**src/oag_defs.vh**
```
`ifndef OAG_DEFS_VH
`define OAG_DEFS_VH
// =====================================================
// operand modes
`define OAG_MODE_IMM 3'h0
`define OAG_MODE_DIR 3'h1
`define OAG_MODE_IND 3'h2
`define OAG_MODE_DPO 3'h3
`define OAG_MODE_SPO 3'h4
// =====================================================
// low register map
`define OAG_ADDR_IND_HI 8'h04
`define OAG_ADDR_IND_LO 8'h05
`define OAG_ADDR_STK_HI 8'h06
`define OAG_ADDR_STK_LO 8'h07
`define OAG_ADDR_PC_LOW 8'h09
`define OAG_ADDR_FLAGS 8'h0b
`define OAG_ADDR_DAT_HI 8'h0c
`define OAG_ADDR_DAT_LO 8'h0d
`define OAG_DIRECT_MIN 8'h01
`define OAG_OFFSET_MIN 16'h0020
// =====================================================
// flag bits
`define OAG_FLAG_CARRY 0
`define OAG_FLAG_NIBBLE 1
`define OAG_FLAG_ZERO 2
`define OAG_FLAG_BROWNOUT 3
`define OAG_FLAG_TIMEOUT 4
`define OAG_FLAG_PAGE_LO 5
`define OAG_FLAG_PAGE_HI 7
`define OAG_RESET_BYTE 8'h00
`define OAG_JUMP_WIDTH 13
`endif

```
**src/oag_operand_address_generator.v**
```verilog
`timescale 1ns/10ps
`default_nettype none
`include "oag_defs.vh"
// What this block does
// - immediate mode passes the 8-bit literal as operand, no memory access
// - direct mode addresses 0x00 to 0xff from the operand field, flagging 0x00 as a fault
// - plain indirect uses the indirect pointer pair as the address
// - data pointer plus unsigned 0..255 offset forms the address
// - stack pointer plus unsigned 0..255 offset forms the address
// - indirect pointer high at 0x04, low at 0x05
// - stack pointer high at 0x06, low at 0x07
// - data pointer high at 0x0c, low at 0x0d
// - writing 0x09 changes the program counter low byte
// - flag register sits at direct address 0x0b
// - carry bit 0, nibble carry bit 1, zero bit 2
// - brownout bit 3, watchdog timeout bit 4
// - flag bits 7:5 hold the program page selection
// - jump and call carry a 13-bit program address field
// - direct, indirect and offset modes share one datapath
module oag_operand_address_generator #(
  parameter AW = 16,
  parameter JW = `OAG_JUMP_WIDTH
) (
  input wire clk, // core clock
  input wire sys_rst, // sync reset, high
  input wire [2:0] mode, // operand mode
  input wire [7:0] operandField, // literal or offset or address
  input wire [JW-1:0] jumpTargetField, // jump or call target
  input wire jumpTake, // load jump target
  input wire pcAdvance, // step program counter
  input wire regWrite, // low register write strobe
  input wire [7:0] regAddr, // low register address
  input wire [7:0] regWdata, // low register write data
  input wire flagsUpdate, // alu flag update strobe
  input wire [2:0] aluFlags, // zero, nibble, carry
  input wire brownoutEvent, // brownout detected
  input wire timeoutEvent, // watchdog timed out
  output reg [7:0] regRdata, // low register read data
  output reg regHit, // address maps here
  output reg [AW-1:0] operandAddr_q, // registered address
  output reg [7:0] literalValue_q, // registered literal
  output reg memAccess_q, // registered memory access
  output reg addrFault_q, // registered range fault
  output wire [JW-1:0] progCounter, // program counter
  output wire [2:0] pageSelect // page selection
);
  // =====================================================
  // pointer and flag registers
  reg [7:0] ipHigh_q, ipLow_q, spHigh_q, spLow_q, dpHigh_q, dpLow_q;
  reg [7:0] flags_q;
  reg [JW-1:0] pc_q;
  reg [7:0] flags_d;
  wire [AW-1:0] addrNext;
  wire memNext, faultNext;

  wire [AW-1:0] indirectPtr = {ipHigh_q, ipLow_q};
  wire [AW-1:0] dataPtr = {dpHigh_q, dpLow_q};
  wire [AW-1:0] stackPtr = {spHigh_q, spLow_q};

  assign progCounter = pc_q;
  assign pageSelect = flags_q[`OAG_FLAG_PAGE_HI:`OAG_FLAG_PAGE_LO];

  function isWrite;
    input [7:0] a;
    input [7:0] target;
    input we;
    begin
      isWrite = we && (a == target);
    end
  endfunction

  // =====================================================
  // flag register next value
  always @* begin
    flags_d = flags_q;
    if (isWrite(regAddr, `OAG_ADDR_FLAGS, regWrite)) begin
      flags_d = regWdata;
    end
    if (flagsUpdate) begin
      flags_d[`OAG_FLAG_CARRY] = aluFlags[0];
      flags_d[`OAG_FLAG_NIBBLE] = aluFlags[1];
      flags_d[`OAG_FLAG_ZERO] = aluFlags[2];
    end
    if (brownoutEvent) begin
      flags_d[`OAG_FLAG_BROWNOUT] = 1'b1;
    end
    if (timeoutEvent) begin
      flags_d[`OAG_FLAG_TIMEOUT] = 1'b1;
    end
  end

  // =====================================================
  // register writes
  always @(posedge clk) begin
    if (sys_rst) begin
      ipHigh_q <= `OAG_RESET_BYTE;
      ipLow_q <= `OAG_RESET_BYTE;
      spHigh_q <= `OAG_RESET_BYTE;
      spLow_q <= `OAG_RESET_BYTE;
      dpHigh_q <= `OAG_RESET_BYTE;
      dpLow_q <= `OAG_RESET_BYTE;
      flags_q <= `OAG_RESET_BYTE;
      pc_q <= {JW{1'b0}};
    end else begin
      if (isWrite(regAddr, `OAG_ADDR_IND_HI, regWrite)) begin
        ipHigh_q <= regWdata;
      end
      if (isWrite(regAddr, `OAG_ADDR_IND_LO, regWrite)) begin
        ipLow_q <= regWdata;
      end
      if (isWrite(regAddr, `OAG_ADDR_STK_HI, regWrite)) begin
        spHigh_q <= regWdata;
      end
      if (isWrite(regAddr, `OAG_ADDR_STK_LO, regWrite)) begin
        spLow_q <= regWdata;
      end
      if (isWrite(regAddr, `OAG_ADDR_DAT_HI, regWrite)) begin
        dpHigh_q <= regWdata;
      end
      if (isWrite(regAddr, `OAG_ADDR_DAT_LO, regWrite)) begin
        dpLow_q <= regWdata;
      end
      flags_q <= flags_d;
      // virtual pc low write
      // pc low write beats jump and advance, as software asked for it
      if (isWrite(regAddr, `OAG_ADDR_PC_LOW, regWrite)) begin
        pc_q <= {pc_q[JW-1:8], regWdata};
      end else if (jumpTake) begin
        pc_q <= jumpTargetField;
      end else if (pcAdvance) begin
        pc_q <= pc_q + {{(JW-1){1'b0}}, 1'b1};
      end
    end
  end

  // =====================================================
  // register reads
  always @* begin
    regHit = 1'b1;
    case (regAddr)
      `OAG_ADDR_IND_HI: regRdata = ipHigh_q;
      `OAG_ADDR_IND_LO: regRdata = ipLow_q;
      `OAG_ADDR_STK_HI: regRdata = spHigh_q;
      `OAG_ADDR_STK_LO: regRdata = spLow_q;
      `OAG_ADDR_PC_LOW: regRdata = pc_q[7:0];
      `OAG_ADDR_FLAGS: regRdata = flags_q;
      `OAG_ADDR_DAT_HI: regRdata = dpHigh_q;
      `OAG_ADDR_DAT_LO: regRdata = dpLow_q;
      default: begin
        regRdata = 8'h00;
        regHit = 1'b0;
      end
    endcase
  end

  // =====================================================
  // address generation
  // shared calculator
  oag_addr_calc #(
    .AW(AW)
  ) calc (
    .mode(mode),
    .operandField(operandField),
    .indirectPtr(indirectPtr),
    .dataPtr(dataPtr),
    .stackPtr(stackPtr),
    .operandAddr(addrNext),
    .needsMemory(memNext),
    .addrFault(faultNext)
  );

  // pointers are sampled before this cycle's write lands
  always @(posedge clk) begin
    if (sys_rst) begin
      operandAddr_q <= {AW{1'b0}};
      literalValue_q <= 8'h00;
      memAccess_q <= 1'b0;
      addrFault_q <= 1'b0;
    end else begin
      operandAddr_q <= addrNext;
      literalValue_q <= (mode == `OAG_MODE_IMM) ? operandField : 8'h00;
      memAccess_q <= memNext;
      addrFault_q <= faultNext;
    end
  end
endmodule
`default_nettype wire

```
**src/oag_addr_calc.v**
```verilog
`timescale 1ns/10ps
`default_nettype none
`include "oag_defs.vh"
// =====================================================
// operand address calculator
module oag_addr_calc #(
  parameter AW = 16
) (
  input wire [2:0] mode, // operand mode
  input wire [7:0] operandField, // operand field
  input wire [AW-1:0] indirectPtr, // indirect pointer
  input wire [AW-1:0] dataPtr, // data pointer
  input wire [AW-1:0] stackPtr, // stack pointer
  output reg [AW-1:0] operandAddr, // computed address
  output reg needsMemory, // data memory access
  output reg addrFault // address out of range
);
  function [AW-1:0] addOffset;
    input [AW-1:0] base;
    input [7:0] off;
    begin
      addOffset = base + {{(AW-8){1'b0}}, off};
    end
  endfunction

  always @* begin
    operandAddr = {AW{1'b0}};
    needsMemory = 1'b0;
    addrFault = 1'b0;
    case (mode)
      `OAG_MODE_IMM: begin
        needsMemory = 1'b0;
      end
      `OAG_MODE_DIR: begin
        operandAddr = {{(AW-8){1'b0}}, operandField};
        needsMemory = 1'b1;
        addrFault = (operandField < `OAG_DIRECT_MIN);
      end
      `OAG_MODE_IND: begin
        operandAddr = indirectPtr;
        needsMemory = 1'b1;
      end
      `OAG_MODE_DPO: begin
        operandAddr = addOffset(dataPtr, operandField);
        needsMemory = 1'b1;
        addrFault = (addOffset(dataPtr, operandField) < `OAG_OFFSET_MIN);
      end
      `OAG_MODE_SPO: begin
        operandAddr = addOffset(stackPtr, operandField);
        needsMemory = 1'b1;
        addrFault = (addOffset(stackPtr, operandField) < `OAG_OFFSET_MIN);
      end
      default: begin
        addrFault = 1'b1;
      end
    endcase
  end
endmodule
`default_nettype wire

```
**config.mk**
```make
export PLATFORM = sky130hd
export DESIGN_NAME = oag_operand_address_generator
export DESIGN_NICKNAME = d
export VERILOG_FILES = /design/src/oag_operand_address_generator.v /design/src/oag_addr_calc.v
export VERILOG_INCLUDE_DIRS = /design/src
export SDC_FILE = /design/constraint.sdc
export NUM_CORES = 1
export LEC_CHECK = 0
export ABC_AREA = 1
export BUFFER_PORTS_ARGS = -buffer_cell sky130_fd_sc_hd__buf_4
export CAP_MARGIN = 20
export CELL_PAD_IN_SITES_DETAIL_PLACEMENT = 1
export CELL_PAD_IN_SITES_GLOBAL_PLACEMENT = 2
export CORE_UTILIZATION = 34
export CTS_BUF_LIST = sky130_fd_sc_hd__clkbuf_8
export DETAILED_ROUTE_END_ITERATION = 16
export GPL_ROUTABILITY_DRIVEN = 1
export PLACE_DENSITY = 0.84
export SKIP_CTS_REPAIR_TIMING = 1
export SYNTH_ARGS = -nofsm -noshare
export SYNTH_HDL_FRONTEND = slang
export SYNTH_SLANG_ARGS = --single-unit
```
**constraint.sdc**
```tcl
create_clock -name clk -period 3.2 [get_ports clk]
set_clock_uncertainty 0.2 [all_clocks]
set_input_delay 0 -clock clk [delete_from_list [all_inputs] [get_ports clk]]
set_output_delay 0 -clock clk [all_outputs]
set_load 0.01 [all_outputs]
```
# Yosys cells after proc, flatten, opt, wreduce, memory -nomap -nowiden
# Index checks and enable logic that the tools add are counted.
totals:
  regBits: 95
  inputBits: 51
  output_inout_bits: 51
  word_cells: 67
op_classes:
  addsub: 3
  n_lt_le_gt_ge: 3
  n_eq_ne: 12
  muxes: 12
  bitwise_logic: 2
  n_reduce_logical: 19
op_table:
  columns: ["op", "n"]
  rows:
  - ["case mux 16 bit (4 select lines)", 1]
  - ["case mux 8 bit (8 select lines)", 1]
  - ["adder 16 x 8 -> 16 bit", 2]
  - ["== test 8 x 3 -> 1 bit (second input constant)", 4]
  - ["== test 8 x 4 -> 1 bit (second input constant)", 4]
  - ["less-than comparator 16 x 6 -> 1 bit (second input constant)", 2]
  - ["two-way mux 13 bit", 2]
  - ["adder 13 x 1 -> 13 bit (second input constant)", 1]
  - ["logical AND 1 bit", 8]
  - ["less-than comparator 8 x 1 -> 1 bit (second input constant)", 1]
  - ["two-way mux 8 bit", 1]
  - ["nonzero test 2 bit", 4]
  - ["OR reduction 8 bit", 1]
  - ["== test 3 x 2 -> 1 bit (second input constant)", 2]
  - ["two-way mux 5 bit", 1]
  - ["two-way mux 1 bit", 4]
  - ["case mux 1 bit (4 select lines)", 1]
  - ["OR reduction 2 bit", 2]
  - ["OR reduction 4 bit", 1]
  - ["== test 3 x 1 -> 1 bit (second input constant)", 1]
  - ["== test 3 bit (second input constant)", 1]
  - ["logical NOT 3 bit", 1]
  - ["two-way mux 3 bit", 1]
  - ["nonzero test 3 bit", 1]
  - ["2 further kinds", 3]

# Logic depth before layout (Yosys ltp)
# Gate-level depths: netlist (run 1).
depth:
  depth_word: 4
  depth_mapped: 18
  depth_no_buf: 18

# Cells and area by module
# Synthesis (run 1) repeated with hierarchy kept, for this count alone.
unflattened:
  hier_cells: 1052
  hier_area_um2: 6399.9
by_module_without_submodules:
  columns: ["module", "instances", "cells_per_inst", "area_each_um2", "seq_area_each_um2"]
  rows:
  - ["oag_operand_address_generator", 1, 669, 4485.6, 1901.8]
  - ["oag_addr_calc", 1, 383, 1914.3, 0.0]

# Worst setup path after synthesis (run 1)
# Ideal clock, no wire load.
synth_path:
  path_type: "register to register"
  start: "register dpLow_q[0]"
  end: "register addrFault_q"
  setup_time_ps: 128
  t_arrival_ps: 1829
  required_time_ps: 2872
  path_slack_ps: 1044
  path_stages_with_launch: 17
  n_path_buf: 0
  synth_period_minus_slack_ps: 2156
  path_cell_list: "dfxtp_1 ha_1 inv_1 fa_1 inv_1 nand2_1 nand2_1 and2_1 nand3_1 nand2_1 nand2_1 xor2_1 nor2_1 nand2_1 nand2_1 nor2_1 nor2_1"
synth_via:
  elab_chain_cells: 3
synth_lines:
  columns: ["item", "line", "text"]
  rows:
  - ["from (decl)", "oag_operand_address_generator.v:49", "reg [7:0] ipHigh_q, ipLow_q, spHigh_q, spLow_q, dpHigh_q, dpLow_q;"]
  - ["from (signal assigned)", "oag_operand_address_generator.v:101", "dpLow_q <= `OAG_RESET_BYTE;"]
  - ["from (signal assigned)", "oag_operand_address_generator.v:121", "dpLow_q <= regWdata;"]
  - ["adder 16 x 8 -> 16 bit", "oag_addr_calc.v:22", "addOffset = base + {{(AW-8){1'b0}}, off};"]
  - ["less-than comparator 16 x 6 -> 1 bit (no line)", null, null]
  - ["case mux 1 bit (4 select lines)", "oag_addr_calc.v:30", "case (mode)"]
  - ["to (signal assigned)", "oag_operand_address_generator.v:183", "addrFault_q <= faultNext;"]
  - ["to (decl)", "oag_operand_address_generator.v:43", "output reg addrFault_q,"]
# No other way between the ends.
# A chain may end at the register's enable or synchronous reset.

# Final worst setup path (run 1)
layout_path:
  start: "register pc_q[0], in the netlist progCounter[0]"
  end: "register pc_q[12], in the netlist progCounter[12]"
layout_via:
  elab_chain_cells: 3
layout_lines:
  columns: ["item", "line", "text"]
  rows:
  - ["from (decl)", "oag_operand_address_generator.v:51", "reg [JW-1:0] pc_q;"]
  - ["from (signal assigned)", "oag_operand_address_generator.v:103", "pc_q <= {JW{1'b0}};"]
  - ["from (signal assigned)", "oag_operand_address_generator.v:127", "pc_q <= {pc_q[JW-1:8], regWdata};"]
  - ["from (signal assigned)", "oag_operand_address_generator.v:129", "pc_q <= jumpTargetField;"]
  - ["adder 13 x 1 -> 13 bit", "oag_operand_address_generator.v:131", "pc_q <= pc_q + {{(JW-1){1'b0}}, 1'b1};"]
  - ["two-way mux 13 bit", "oag_operand_address_generator.v:130", "end else if (pcAdvance) begin"]
  - ["two-way mux 13 bit", "oag_operand_address_generator.v:128", "end else if (jumpTake) begin"]
# No other way between the ends. The select of a mux whose other input is x is not followed.

==> impl_metrics.toml, run 1 <==
[setup_path]
data_required_time_at_the_worst_endpoint_ns = 3.30
crit_top_cell = "dlygate4sd3_1"
worstReg2RegEnd = "progCounter[12]$_SDFFE_PP0P_"
critical_path.slowest_cell = "dlygate4sd3_1"
cp.arrival_ns = 3.14
cp_slowest_stage_delay_ns = 0.58
rr_worst_depth = 9
critPathMaxFanout = 5
critPathLaunchType = "register"
timing.critical_path.to_type = "register"
timing.rr.start = "progCounter[0]$_SDFFE_PP0P_"
crit_chain = "ha_1 -> nand3_1 -> nor4_2 -> nand2_1 -> xnor2_1 -> o21ai_0 -> dlygate4sd3_1 -> a21oi_1 -> dlygate4sd3_1"
critPathKind = "reg -> reg"
rrSetupSlack_ns = 0.16

[pwr]
power_density_of_the_placed_cells_nw_per_um2 = 319.0
internal_pwr_total_mw = 1.703
netSwitchingPower_mw = 0.7563
leakagePower_nw = 3.535
power.ir.vdd_worst_uv = 179.2
comb_power_share_pct = 16.9
seq_power_share_pct = 50.1
power_mw = 2.459
netSwitchingFraction_pct = 30.75
power.share.clock_pct = 33.0

[floorplanning]
rows = 47
width_of_the_die_um = 133.4
initial_core_util_pct = 35.17
dieHeight_um = 133.4
floorplan.io_pins = 102
floorplan_core_area_um2 = 16700
fp.dieArea_um2 = 17810

[placement]
gp_congestion = 0.8784
buffer_ports.inserted = 101
dp_hpwl_um = 18750

[detailed_routing]
via_count_of_the_routed_design = 6565
detailedRoute.firstPassIterationCount = 4
vias_per_cell = 5.190
detail_route.drc_violations = 0
total_wirelength_um = 24540
antenna_left = 0
routed_wire_length_per_instance_um = 19.40
drt_iter0_drc = 344

[timing]
timing_worst_slew_pin_value_ns = 0.7422
drv_slew = 0
endpoints_failing_setup = 0
fin_hold_ws_ns = -0.03288
fin_setup_tns_ns = 0
hold_violations = 2
timing.fmax_ghz = 0.3292
finalWorstPathRequiredPeriod_ns = 3.037
relSlewSlack_pct = 50.25
timing.final.crit_share_pct = 94.92
rsz0062_at_grt = "no"

[global_route]
grt_pass1_vias = 6255
gr_overflow_total = 0
grt_start_max_net_pins = 36
grt_use_total_pct = 27.02
antenna_found_initial = 0
grt_pass1_wl_um = 35870

[clock_tree]
clock_sinks = 95
clock_tree_from_tritoncts = "yes"
clkLatencyLatePin_ns = 0.41
clock_tree.root_cell = "clkbuf_8"
clock_transition_at_path_regs_ns = 0.11
clk_path_buf_depth = 2
cts_max_level = 3
cts_made_buffers = 9

[min_path]
hold_path_startpoint = "pcAdvance"
hold-path-cell-count = 6
hp-class = "in -> reg"
hold_end = "progCounter[5]$_SDFFE_PP0P_"

[finish]
leading_cell_type_in_the_layout_fill_and_taps_excluded = "nand2_1"
n_antenna_cell = 0
post_route_cells_drive_above_1_share_pct = 16.65
area_delta_synth_final_pct = 31.25
nNetsFinal = 1110
final_cell_mix = "nand2_1, inv_1, buf_4"

[synthesis]
postSynthRegisterBits = 95
post_synth_instance_area_um2 = 5874
async_reset_ff_share_pct = 0
synth_edf_count = 0
syn-num-nets = 947
synth_warnings = 0
post_synth_num_cell_types = 47
synth_seq_area_share_pct = 32.37
syn_avg_cell_area_um2 = 6.698
synth_flop_cell = "dfxtp_1"
postSynthCellCount = 877

[status]
outcome = "finished with violations"
violations_in_the_final_reports = "negative hold slack"

[flow_run]
total_of_max_cap_violations = 0
==> power by group through the flow <==
| stage | Clock [mW] | Combinational (mW) | Sequential (mW) |
|---|---|---|---|
| 2_1_floorplan | 0 | 0.167 | 1.26 |
| 3_3_place_gp | 0 | 0.340 | 1.26 |
| 3_5_place_dp | 0 | 0.342 | 1.26 |
| 4_1_cts | 0.820 | 0.343 | 1.23 |
| 5_1_grt | 0.870 | 0.451 | 1.23 |
| 6_report | 0.813 | 0.416 | 1.23 |
==> critical path, delay by kind of cell, from the launching register on <==
family	cells	cell delay, ns
AOI/OAI and AO/OA	2	0.22
xor gates and xnor gates	1	0.15
adders and majority gates	1	0.22
buffers and inverters	2	1.14
DFF	1	0.41
and+or+nand+nor	3	0.60
==> sequential cells by signal, indices dropped and copies added, names as in the netlist <==
| name | count |
|---|---|
| ipHigh_q | 8 |
| addrFault_q | 1 |
| memAccess_q | 1 |
| dpLow_q | 8 |
| progCounter | 13 |
| spLow_q | 8 |
| dpHigh_q | 8 |
| spHigh_q | 8 |
| flags_q | 8 |
| literalValue_q | 8 |
| ipLow_q | 8 |
| operandAddr_q | 16 |
==> through the flow <==
stage | hold slack [ns] | setup WS [ns] | util (%) | area, um2 | std cells
final | -0.03288 | 0.1627 | 46.16 | 7710 | 1265
after global routing | 0.007169 | 0.009374 | 46.16 | 7710 | 1265
after floorplan | -0.06508 | 1.044 | - | 5874 | 877
after global placement | 0.04533 | 0.8546 | 40.82 | 6817 | 1178
after detailed placement | 0.05107 | 0.7904 | 40.82 | 6817 | 1178
after CTS | -0.3714 | 0.7667 | 41.91 | 6999 | 1194
==> cell usage after synthesis (12+ instances only) <==
master	n	area, um2
o21ai_1	27	135.1
inv_1	133	499.2
nor2_1	74	277.8
a21oi_1	78	390.4
o22ai_1	19	118.9
inv_2	13	48.80
dfxtp_1	95	1902
clkbuf_1	12	45.04
nor3_1	13	65.06
nand2_1	179	671.9
o21ai_0	49	245.2
ha_1	17	212.7
nand3_1	42	210.2
==> how the worst max path moves through the flow <==
| stage | startpoint | endpoint | cells after the start |
|---|---|---|---|
| floorplan | dpLow_q[0]$_SDFFE_PP0P_ | addrFault_q$_SDFF_PP0_ | 16 |
| global placement | spLow_q[0]$_SDFFE_PP0P_ | addrFault_q$_SDFF_PP0_ | 15 |
| detailed placement | dpLow_q[0]$_SDFFE_PP0P_ | addrFault_q$_SDFF_PP0_ | 18 |
| CTS | dpLow_q[0]$_SDFFE_PP0P_ | operandAddr_q[12]$_SDFF_PP0_ | 15 |
| global route | progCounter[0]$_SDFFE_PP0P_ | progCounter[12]$_SDFFE_PP0P_ | 9 |
| finish | progCounter[0]$_SDFFE_PP0P_ | progCounter[12]$_SDFFE_PP0P_ | 9 |
==> cell families (layout without fill, tap and decap cells) <==
kind of cell	count (synthesis)	after routing	synth area share [%]
adders and majority gates	19	19	4.302
and+or+nand+nor	364	364	28.90
xor gates and xnor gates	13	13	1.938
DFF	95	95	32.37
buffers and inverters	172	340	11.54
AOI/OAI and AO/OA	214	214	20.94
==> layer usage <==
layer | track usage (%) | vias to the layer above | wire [um] | part of all wire (%)
met4 | 9.470 | 0 | 631 | 2.6
met1 | 34.71 | 3130 | 10670 | 43
met2 | 45.52 | 180 | 12080 | 49
li1 | - | 3211 | - | -
met3 | 4.566 | 44 | 1161 | 4.7
met5 | 0 | - | 0 | 0
==> final cells by class <==
| type | count | area [um2] |
|---|---|---|
| clock buffers | 10 | 137.6 |
| clock inverters | 6 | 45.04 |
| fillers | 2164 | 8991 |
| inverters | 149 | 564.3 |
| multi-input cells | 610 | 3294 |
| flip-flops and latches | 95 | 1902 |
| well taps | 220 | 275.3 |
| repair buffers | 175 | 1491 |
(Power assumes the default switching activity.)
==> run 2, diff against run 1 <==
--- a/config.mk
+++ b/config.mk
@@ -11,12 +11,14 @@
 export CAP_MARGIN = 20
 export CELL_PAD_IN_SITES_DETAIL_PLACEMENT = 1
 export CELL_PAD_IN_SITES_GLOBAL_PLACEMENT = 2
-export CORE_UTILIZATION = 34
+export CORE_UTILIZATION = 33
 export CTS_BUF_LIST = sky130_fd_sc_hd__clkbuf_8
 export DETAILED_ROUTE_END_ITERATION = 16
 export GPL_ROUTABILITY_DRIVEN = 1
+export MAX_ROUTING_LAYER = met4
 export PLACE_DENSITY = 0.84
 export SKIP_CTS_REPAIR_TIMING = 1
 export SYNTH_ARGS = -nofsm -noshare
 export SYNTH_HDL_FRONTEND = slang
+export SYNTH_HIERARCHICAL = 1
 export SYNTH_SLANG_ARGS = --single-unit
==> constraint.sdc (replaced) <==
create_clock -name clk -period 3.7 [get_ports clk]
set_clock_uncertainty 0.2 [all_clocks]
set_input_delay 0 -clock clk [delete_from_list [all_inputs] [get_ports clk]]
set_output_delay 0 -clock clk [all_outputs]
set_load 0.01 [all_outputs]
==> run 2 against run 1 <==
  * The run still ends with negative hold slack left
  * Sequential power shrank 13%
  * Via count is 9.1% higher
  * Non-clock buffer count decreased by 14
  * Register-to-register slack better by 0.99 ns
  * Die area grew 12%
  * Critical path type is now in -> reg
  * Critical endpoint is now progCounter[3]$_SDFFE_PP0P_
  * Largest power group unchanged
==> impl_metrics.toml, run 2 <==
[status]
outcome = "finished with violations"
violations_in_the_final_reports = "negative hold slack"

[synthesis]
synth_seq_area_share_pct = 29.72
post_synth_num_cell_types = 43
synth_edf_count = 0
postSynthRegisterBits = 95
synth_warnings = 6
async_reset_ff_share_pct = 0
yosys-top-cells-count = "nand2_1, inv_1, nor2_1, dfxtp_1, nand3_1"
syn_avg_cell_area_um2 = 6.084
synth.area.top_cells = "dfxtp_1, nand2_1, inv_1"
post-synth-top-area-fraction_pct = 29.72
postSynthCellCount = 1052
syn-num-nets = 1122
synth_flop_cell = "dfxtp_1"
leading_cell_type_by_number_of_instances_after_synthesis = "nand2_1"
synth_top_area_cell = "dfxtp_1"
post_synth_instance_area_um2 = 6400

[global_route]
grt_pass1_wl_um = 37510
grt.met2_usage_pct = 41.22
grt_use_total_pct = 25.39
grt_start_max_net_pins = 56
gr_overflow_total = 0
use_met1_pct = 33.35
grt_util_met3_pct = 2.430
antenna_found_initial = 0
most_used_routing_layer = "met2"
grt_pass1_vias = 6846

[placement]
buffer_ports.inserted = 101
gp_congestion = 0.8799
dp_hpwl_um = 18670

[floorplanning]
dieHeight_um = 141.3
rows = 50
floorplan.io_pins = 102
floorplan_core_area_um2 = 18830
width_of_the_die_um = 141.3
initial_core_util_pct = 33.99
fp.dieArea_um2 = 19950

[min_path]
hp-class = "in -> reg"
hold_end = "addrFault_q$_SDFF_PP0_"
hold-path-cell-count = 6
hold_path_startpoint = "mode[0]"

[detailed_routing]
routed_wire_length_per_instance_um = 16.81
via_count_of_the_routed_design = 7160
detail_route.drc_violations = 0
detailedRoute.firstPassIterationCount = 5
antenna_left = 0
drt_iter0_drc = 277
vias_per_cell = 4.894
total_wirelength_um = 24590

[clock_tree]
clock_tree.root_cell = "clkbuf_8"
clk_path_buf_depth = 2
clkLatencyLatePin_ns = 0.39
cts_made_buffers = 9
clock_transition_at_path_regs_ns = 0.11
clock_sinks = 95
cts_max_level = 3
clock_tree_from_tritoncts = "yes"

[timing]
endpoints_failing_setup = 0
rsz0062_at_grt = "no"
timing.final.crit_share_pct = 69.13
timing.fmax_ghz = 0.3909
finalWorstPathRequiredPeriod_ns = 2.558
hold_violations = 1
relSlewSlack_pct = 34.56
timing_worst_slew_pin_value_ns = 0.9780
fin_hold_ws_ns = -0.03002
fin_setup_tns_ns = 0
drv_slew = 0

[setup_path]
critPathMaxFanout = 16
cp_slowest_stage_delay_ns = 0.57
rrSetupSlack_ns = 1.15
data_required_time_at_the_worst_endpoint_ns = 3.76
timing.critical_path.to_type = "register"
rr_worst_depth = 11
worstReg2RegEnd = "progCounter[8]$_SDFFE_PP0P_"
timing.rr.start = "progCounter[1]$_SDFFE_PP0P_"
cp.arrival_ns = 2.62
crit_chain = "dlygate4sd3_1 -> buf_4 -> inv_2 -> nand2_4 -> nor2_4 -> nand3_2 -> nand2_1 -> a21oi_1 -> nor2_1 -> dlygate4sd3_1 -> nor2_1"
critPathLaunchType = "input pin"
cp.buffers_inverters = 4
worst_path_dominant_cell_family = "buffers and inverters"
critPathKind = "in -> reg"
critical_path.slowest_cell = "dlygate4sd3_1"

[pwr]
power.ir.vdd_worst_uv = 136.5
power_density_of_the_placed_cells_nw_per_um2 = 269.4
power_mw = 2.207
leakagePower_nw = 3.828

[finish]
post_route_cells_drive_above_1_share_pct = 13.88
largest_reg_flops = 16
n_antenna_cell = 0
largest_register = "operandAddr_q"
leading_cell_type_in_the_layout_fill_and_taps_excluded = "nand2_1"
area_delta_synth_final_pct = 28.00
nNetsFinal = 1269
footprint_of_the_multi_input_gates_um2 = 3850
layout.area.seq_um2 = 1902
fill_cells = 2510
final_cell_mix = "nand2_1, inv_1, nor2_1"

[flow_run]
total_of_max_cap_violations = 0
run 2: worst reg2reg max path: stages (launching register included):
cell and delay [ns]:
dfxtp_1 0.50, ha_1 0.23, nand2_1 0.10, nor2_2 0.25, nand2_1 0.12, nor2_1 0.22, nand3_1 0.10, nand2_1 0.08
nand2_1 0.04, nand2_1 0.05, nor2_1 0.04, dlygate4sd3_1 0.55
run 2: layout make-up:
| class | instances | share of cell area (%) |
|---|---|---|
| clock buffer | 10 | 1.680 |
| multi-input combinational | 795 | 47.00 |
| inverter | 137 | 6.354 |
| sequential | 95 | 23.22 |
| clock inverter | 5 | 1.008 |
| tap | 260 | 3.971 |
| timing repair buffer | 161 | 16.77 |
run 2: metal layers:
layer	up-vias	part of all wire, %	wire length (um)
li1	3673	-	-
met1	3294	48	11690
met2	166	47	11620
met3	27	3.4	824
met4	0	1.8	450
met5	-	0	0
run 2: cell families (layout without fill, tap and decap cells):
logic type               Yosys count  in the layout  share of synthesized area (%)
AND/OR/NAND/NOR                  636            636                          43.58
buffers and inverters            162            313                          10.13
AO/OA/AOI/OAI                    137            137                          12.10
flip-flops                        95             95                          29.72
adder cells (fa/ha/maj)           19             19                          3.949
XOR/XNOR                           3              3                         0.5280
run 2: power breakdown:
group / internal (mW) / switching [mW] / total [mW]
combinational: 0.154 / 0.198 / 0.352
sequential: 1.04 / 0.0224 / 1.07
clock: 0.396 / 0.394 / 0.789
total: 1.59 / 0.614 / 2.21
run 2: worst max path at each step:
stage / startpoint / to / cells past startpoint / slack (ns)
after detailed placement: dpLow_q[0]$_SDFFE_PP0P_ / addrFault_q$_SDFF_PP0_ / 15 / 1.36
after global routing: progCounter[1]$_SDFFE_PP0P_ / progCounter[8]$_SDFFE_PP0P_ / 10 / 0.96
after CTS: dpLow_q[0]$_SDFFE_PP0P_ / addrFault_q$_SDFF_PP0_ / 15 / 1.34
after global placement: dpLow_q[0]$_SDFFE_PP0P_ / addrFault_q$_SDFF_PP0_ / 15 / 1.43
final: regAddr[1] / progCounter[3]$_SDFFE_PP0P_ / 11 / 1.14
after floorplan: dpLow_q[0]$_SDFFE_PP0P_ / addrFault_q$_SDFF_PP0_ / 15 / 1.66
run 2: metrics by stage:
stage          setup slack (ns)  instances  hold slack, ns  utilization [%]  instance area, um2
3_5_place_dp              1.364       1389         0.05194            39.10                7363
2_1_floorplan             1.663       1052        -0.08778                -                6400
4_1_cts                   1.340       1404         -0.3606            40.27                7584
3_3_place_gp              1.433       1389         0.04258            39.10                7363
6_report                  1.142       1463        -0.03002            43.50                8192
5_1_grt                  0.9628       1463        0.007603            43.50                8192
==> run 3, diff against run 2 <==
--- a/config.mk
+++ b/config.mk
@@ -6,17 +6,17 @@
 export SDC_FILE = /design/constraint.sdc
 export NUM_CORES = 1
 export LEC_CHECK = 0
-export ABC_AREA = 1
+export ABC_AREA = 0
 export BUFFER_PORTS_ARGS = -buffer_cell sky130_fd_sc_hd__buf_4
 export CAP_MARGIN = 20
 export CELL_PAD_IN_SITES_DETAIL_PLACEMENT = 1
 export CELL_PAD_IN_SITES_GLOBAL_PLACEMENT = 2
-export CORE_UTILIZATION = 33
+export CORE_UTILIZATION = 35
 export CTS_BUF_LIST = sky130_fd_sc_hd__clkbuf_8
 export DETAILED_ROUTE_END_ITERATION = 16
 export GPL_ROUTABILITY_DRIVEN = 1
 export MAX_ROUTING_LAYER = met4
-export PLACE_DENSITY = 0.84
+export PLACE_DENSITY = 0.79
 export SKIP_CTS_REPAIR_TIMING = 1
 export SYNTH_ARGS = -nofsm -noshare
 export SYNTH_HDL_FRONTEND = slang
==> constraint.sdc (replaced) <==
create_clock -name clk -period 2.5 [get_ports clk]
set_clock_uncertainty 0.2 [all_clocks]
set_input_delay 0 -clock clk [delete_from_list [all_inputs] [get_ports clk]]
set_output_delay 0 -clock clk [all_outputs]
set_load 0.01 [all_outputs]
==> run 3 against run 2 <==
  * The run ends with negative hold slack, negative setup slack left
  * Core utilization grew 5.2 points
  * Register-to-register slack got worse by 1.3 ns
  * Via count down 19%
==> impl_metrics.toml, run 3 <==
[clock_tree]
clk_path_buf_depth = 2
cts_made_buffers = 9
clock_tree.root_cell = "clkbuf_8"
clock_tree_from_tritoncts = "yes"
clock_sinks = 95
clkLatencyLatePin_ns = 0.39
cts_max_level = 3
clock_transition_at_path_regs_ns = 0.10

[finish]
largest_reg_flops = 16
leading_cell_type_in_the_layout_fill_and_taps_excluded = "buf_4"
fill_cells = 1894
footprint_of_the_multi_input_gates_um2 = 3975
largest_register = "operandAddr_q"
n_antenna_cell = 0
layout.area.seq_um2 = 1914
post_route_cells_drive_above_1_share_pct = 28.28
final_cell_count_no_fill = 1058
final_cell_mix = "buf_4, dfxtp_1, mux2i_1"
nNetsFinal = 903
final_core_util_pct = 48.66
area_delta_synth_final_pct = 35.79

[floorplanning]
fp.dieArea_um2 = 17440
floorplan.io_pins = 102
initial_core_util_pct = 35.84
rows = 47
width_of_the_die_um = 132.1
floorplan_core_area_um2 = 16520
dieHeight_um = 132.1

[pwr]
leakagePower_nw = 3.601
netSwitchingFraction_pct = 29.56
internal_pwr_total_mw = 2.211
power_density_of_the_placed_cells_nw_per_um2 = 390.3
power.ir.vdd_worst_uv = 211.9
netSwitchingPower_mw = 0.9279
power_mw = 3.139
comb_power_share_pct = 17.7
power.share.clock_pct = 32.0
seq_power_share_pct = 50.3

[setup_path]
critPathKind = "reg -> reg"
timing.critical_path.to_type = "register"
data_required_time_at_the_worst_endpoint_ns = 2.55
rr_worst_depth = 10
worstReg2RegEnd = "addrFault_q$_SDFF_PP0_"
critPathMaxFanout = 5
timing.rr.start = "dpLow_q[3]$_SDFFE_PP0P_"
cp.arrival_ns = 2.68
rrSetupSlack_ns = -0.13
critPathLaunchType = "register"

[synthesis]
post-synth-top-area-fraction_pct = 32.11
post_synth_xor_area_fraction_pct = 5.029
post_synth_num_cell_types = 78
postSynthRegisterBits = 95
synth_edf_count = 0
leading_cell_type_by_number_of_instances_after_synthesis = "dfxtp_1"
syn-num-nets = 734
synth_flop_cell = "dfxtp_1"
yosys.area_share.adder_pct = 4.268
complex_gate_fraction_of_the_synthesized_area_pct = 18.44
combinational_family_with_the_most_area_after_synthesis = "simple AND/OR/NAND/NOR gates"
yosys.area_share.simple_pct = 21.21
synth_top_area_cell = "dfxtp_1"
post_synth_instance_area_um2 = 5922
postSynthCellCount = 664
yosys-top-cells-count = "dfxtp_1, mux2i_1, nor2_1, nand2_1, nor2b_1"
synth_warnings = 6
async_reset_ff_share_pct = 0
syn_avg_cell_area_um2 = 8.919
synth_seq_area_share_pct = 32.11
synth.area.top_cells = "dfxtp_1, mux2i_1, nor2_1"
post_synth_mux_area_share_pct = 14.90

[detailed_routing]
vias_per_cell = 5.502
antenna_left = 0
routed_wire_length_per_instance_um = 20.33
total_wirelength_um = 21510
detailedRoute.firstPassIterationCount = 4
detail_route.drc_violations = 0
via_count_of_the_routed_design = 5821
drt_iter0_drc = 290

[timing]
relSlewSlack_pct = 39.02
drv_slew = 0
fin_hold_ws_ns = -0.008763
hold_violations = 3
timing.final.crit_share_pct = 105.0
timing.fmax_ghz = 0.3808
endpoints_failing_setup = 3
rsz0062_at_grt = "yes"
timing_worst_slew_pin_value_ns = 0.9064
finalWorstPathRequiredPeriod_ns = 2.626
final_critical_path_setup_slack_ns = -0.1260

[global_route]
grt_use_total_pct = 24.85
antenna_found_initial = 0
grt_pass1_wl_um = 32320
most_used_routing_layer = "met2"
grt_start_max_net_pins = 55
gr_overflow_total = 0
grt_util_met3_pct = 2.960
use_met1_pct = 30.89
grt_pass1_vias = 5791
grt.met2_usage_pct = 41.50

[placement]
dp_hpwl_um = 15710
gp_congestion = 0.8635
buffer_ports.inserted = 101
dpl.cell_count = 980

[min_path]
hold-path-cell-count = 4
hp-class = "in -> reg"
hold_path_startpoint = "operandField[3]"
hold_end = "operandAddr_q[3]$_SDFF_PP0_"

[status]
outcome = "finished with violations"
violations_in_the_final_reports = "negative hold slack, negative setup slack"

[flow_run]
total_of_max_cap_violations = 0
run 3: worst max-delay path by stage:
stage | startpoint | cells past startpoint | slack (ns) | endpoint
final | dpLow_q[3]$_SDFFE_PP0P_ | 10 | -0.13 | addrFault_q$_SDFF_PP0_
after global routing | dpLow_q[3]$_SDFFE_PP0P_ | 10 | -0.23 | operandAddr_q[15]$_SDFF_PP0_
after CTS | dpLow_q[1]$_SDFFE_PP0P_ | 9 | -0.29 | operandAddr_q[11]$_SDFF_PP0_
after detailed placement | dpLow_q[1]$_SDFFE_PP0P_ | 9 | -0.25 | operandAddr_q[11]$_SDFF_PP0_
after global placement | dpLow_q[1]$_SDFFE_PP0P_ | 9 | -0.19 | operandAddr_q[15]$_SDFF_PP0_
after floorplan | dpLow_q[0]$_SDFFE_PP0P_ | 10 | 0.01 | addrFault_q$_SDFF_PP0_
run 3: area by class of cell:
type	count	area share [%]
clock buffers	10	1.712
inverters	10	0.4668
flip-flops and latches	95	23.81
well taps	220	3.423
multi-input cells	516	49.43
clock inverters	6	0.5601
repair buffers	201	20.60
run 3: kinds of logic after synthesis:
| family | Yosys count |
|---|---|
| buffers and inverters | 53 |
| adder cells (fa/ha/maj) | 19 |
| flip-flops | 95 |
| multiplexers | 83 |
| AND/OR/NAND/NOR | 231 |
| XOR/XNOR | 34 |
| AO/OA/AOI/OAI | 149 |
run 3: worst max-delay path, cell delays in order (launching register included):
cell	delay [ns]
dfxtp_2	0.37
ha_4	0.29
o211ai_1	0.12
o211ai_2	0.28
a31oi_4	0.14
buf_4	0.16
or3_4	0.33
and4_4	0.20
a41oi_2	0.20
o21ai_1	0.08
nor2b_1	0.13
run 3: per-layer routing:
layer	part of all wire [%]	up-vias
met1	44	2851
met2	50	162
li1	-	2785
met4	1.7	0
met3	4.6	23
met5	0	-
run 3: power by group through the flow:
stage | Clock (mW) | Sequential (mW) | Combinational, mW
floorplan | 0 | 1.61 | 0.247
global placement | 0 | 1.61 | 0.456
detailed placement | 0 | 1.62 | 0.468
CTS | 1.04 | 1.58 | 0.469
global route | 1.11 | 1.58 | 0.599
finish | 1.01 | 1.58 | 0.554
run 3: metrics by stage:
step	setup WS, ns	setup TNS, ns	hold slack (ns)	instance area (um2)
3_5_place_dp	-0.2453	-1.108	0.06380	7039
6_report	-0.1260	-0.2332	-0.008763	8041
5_1_grt	-0.2328	-0.8747	0.0009144	8041
2_1_floorplan	0.01181	0	-0.07829	5922
4_1_cts	-0.2914	-1.459	-0.3614	7222
3_3_place_gp	-0.1926	-0.6382	0.04045	7039
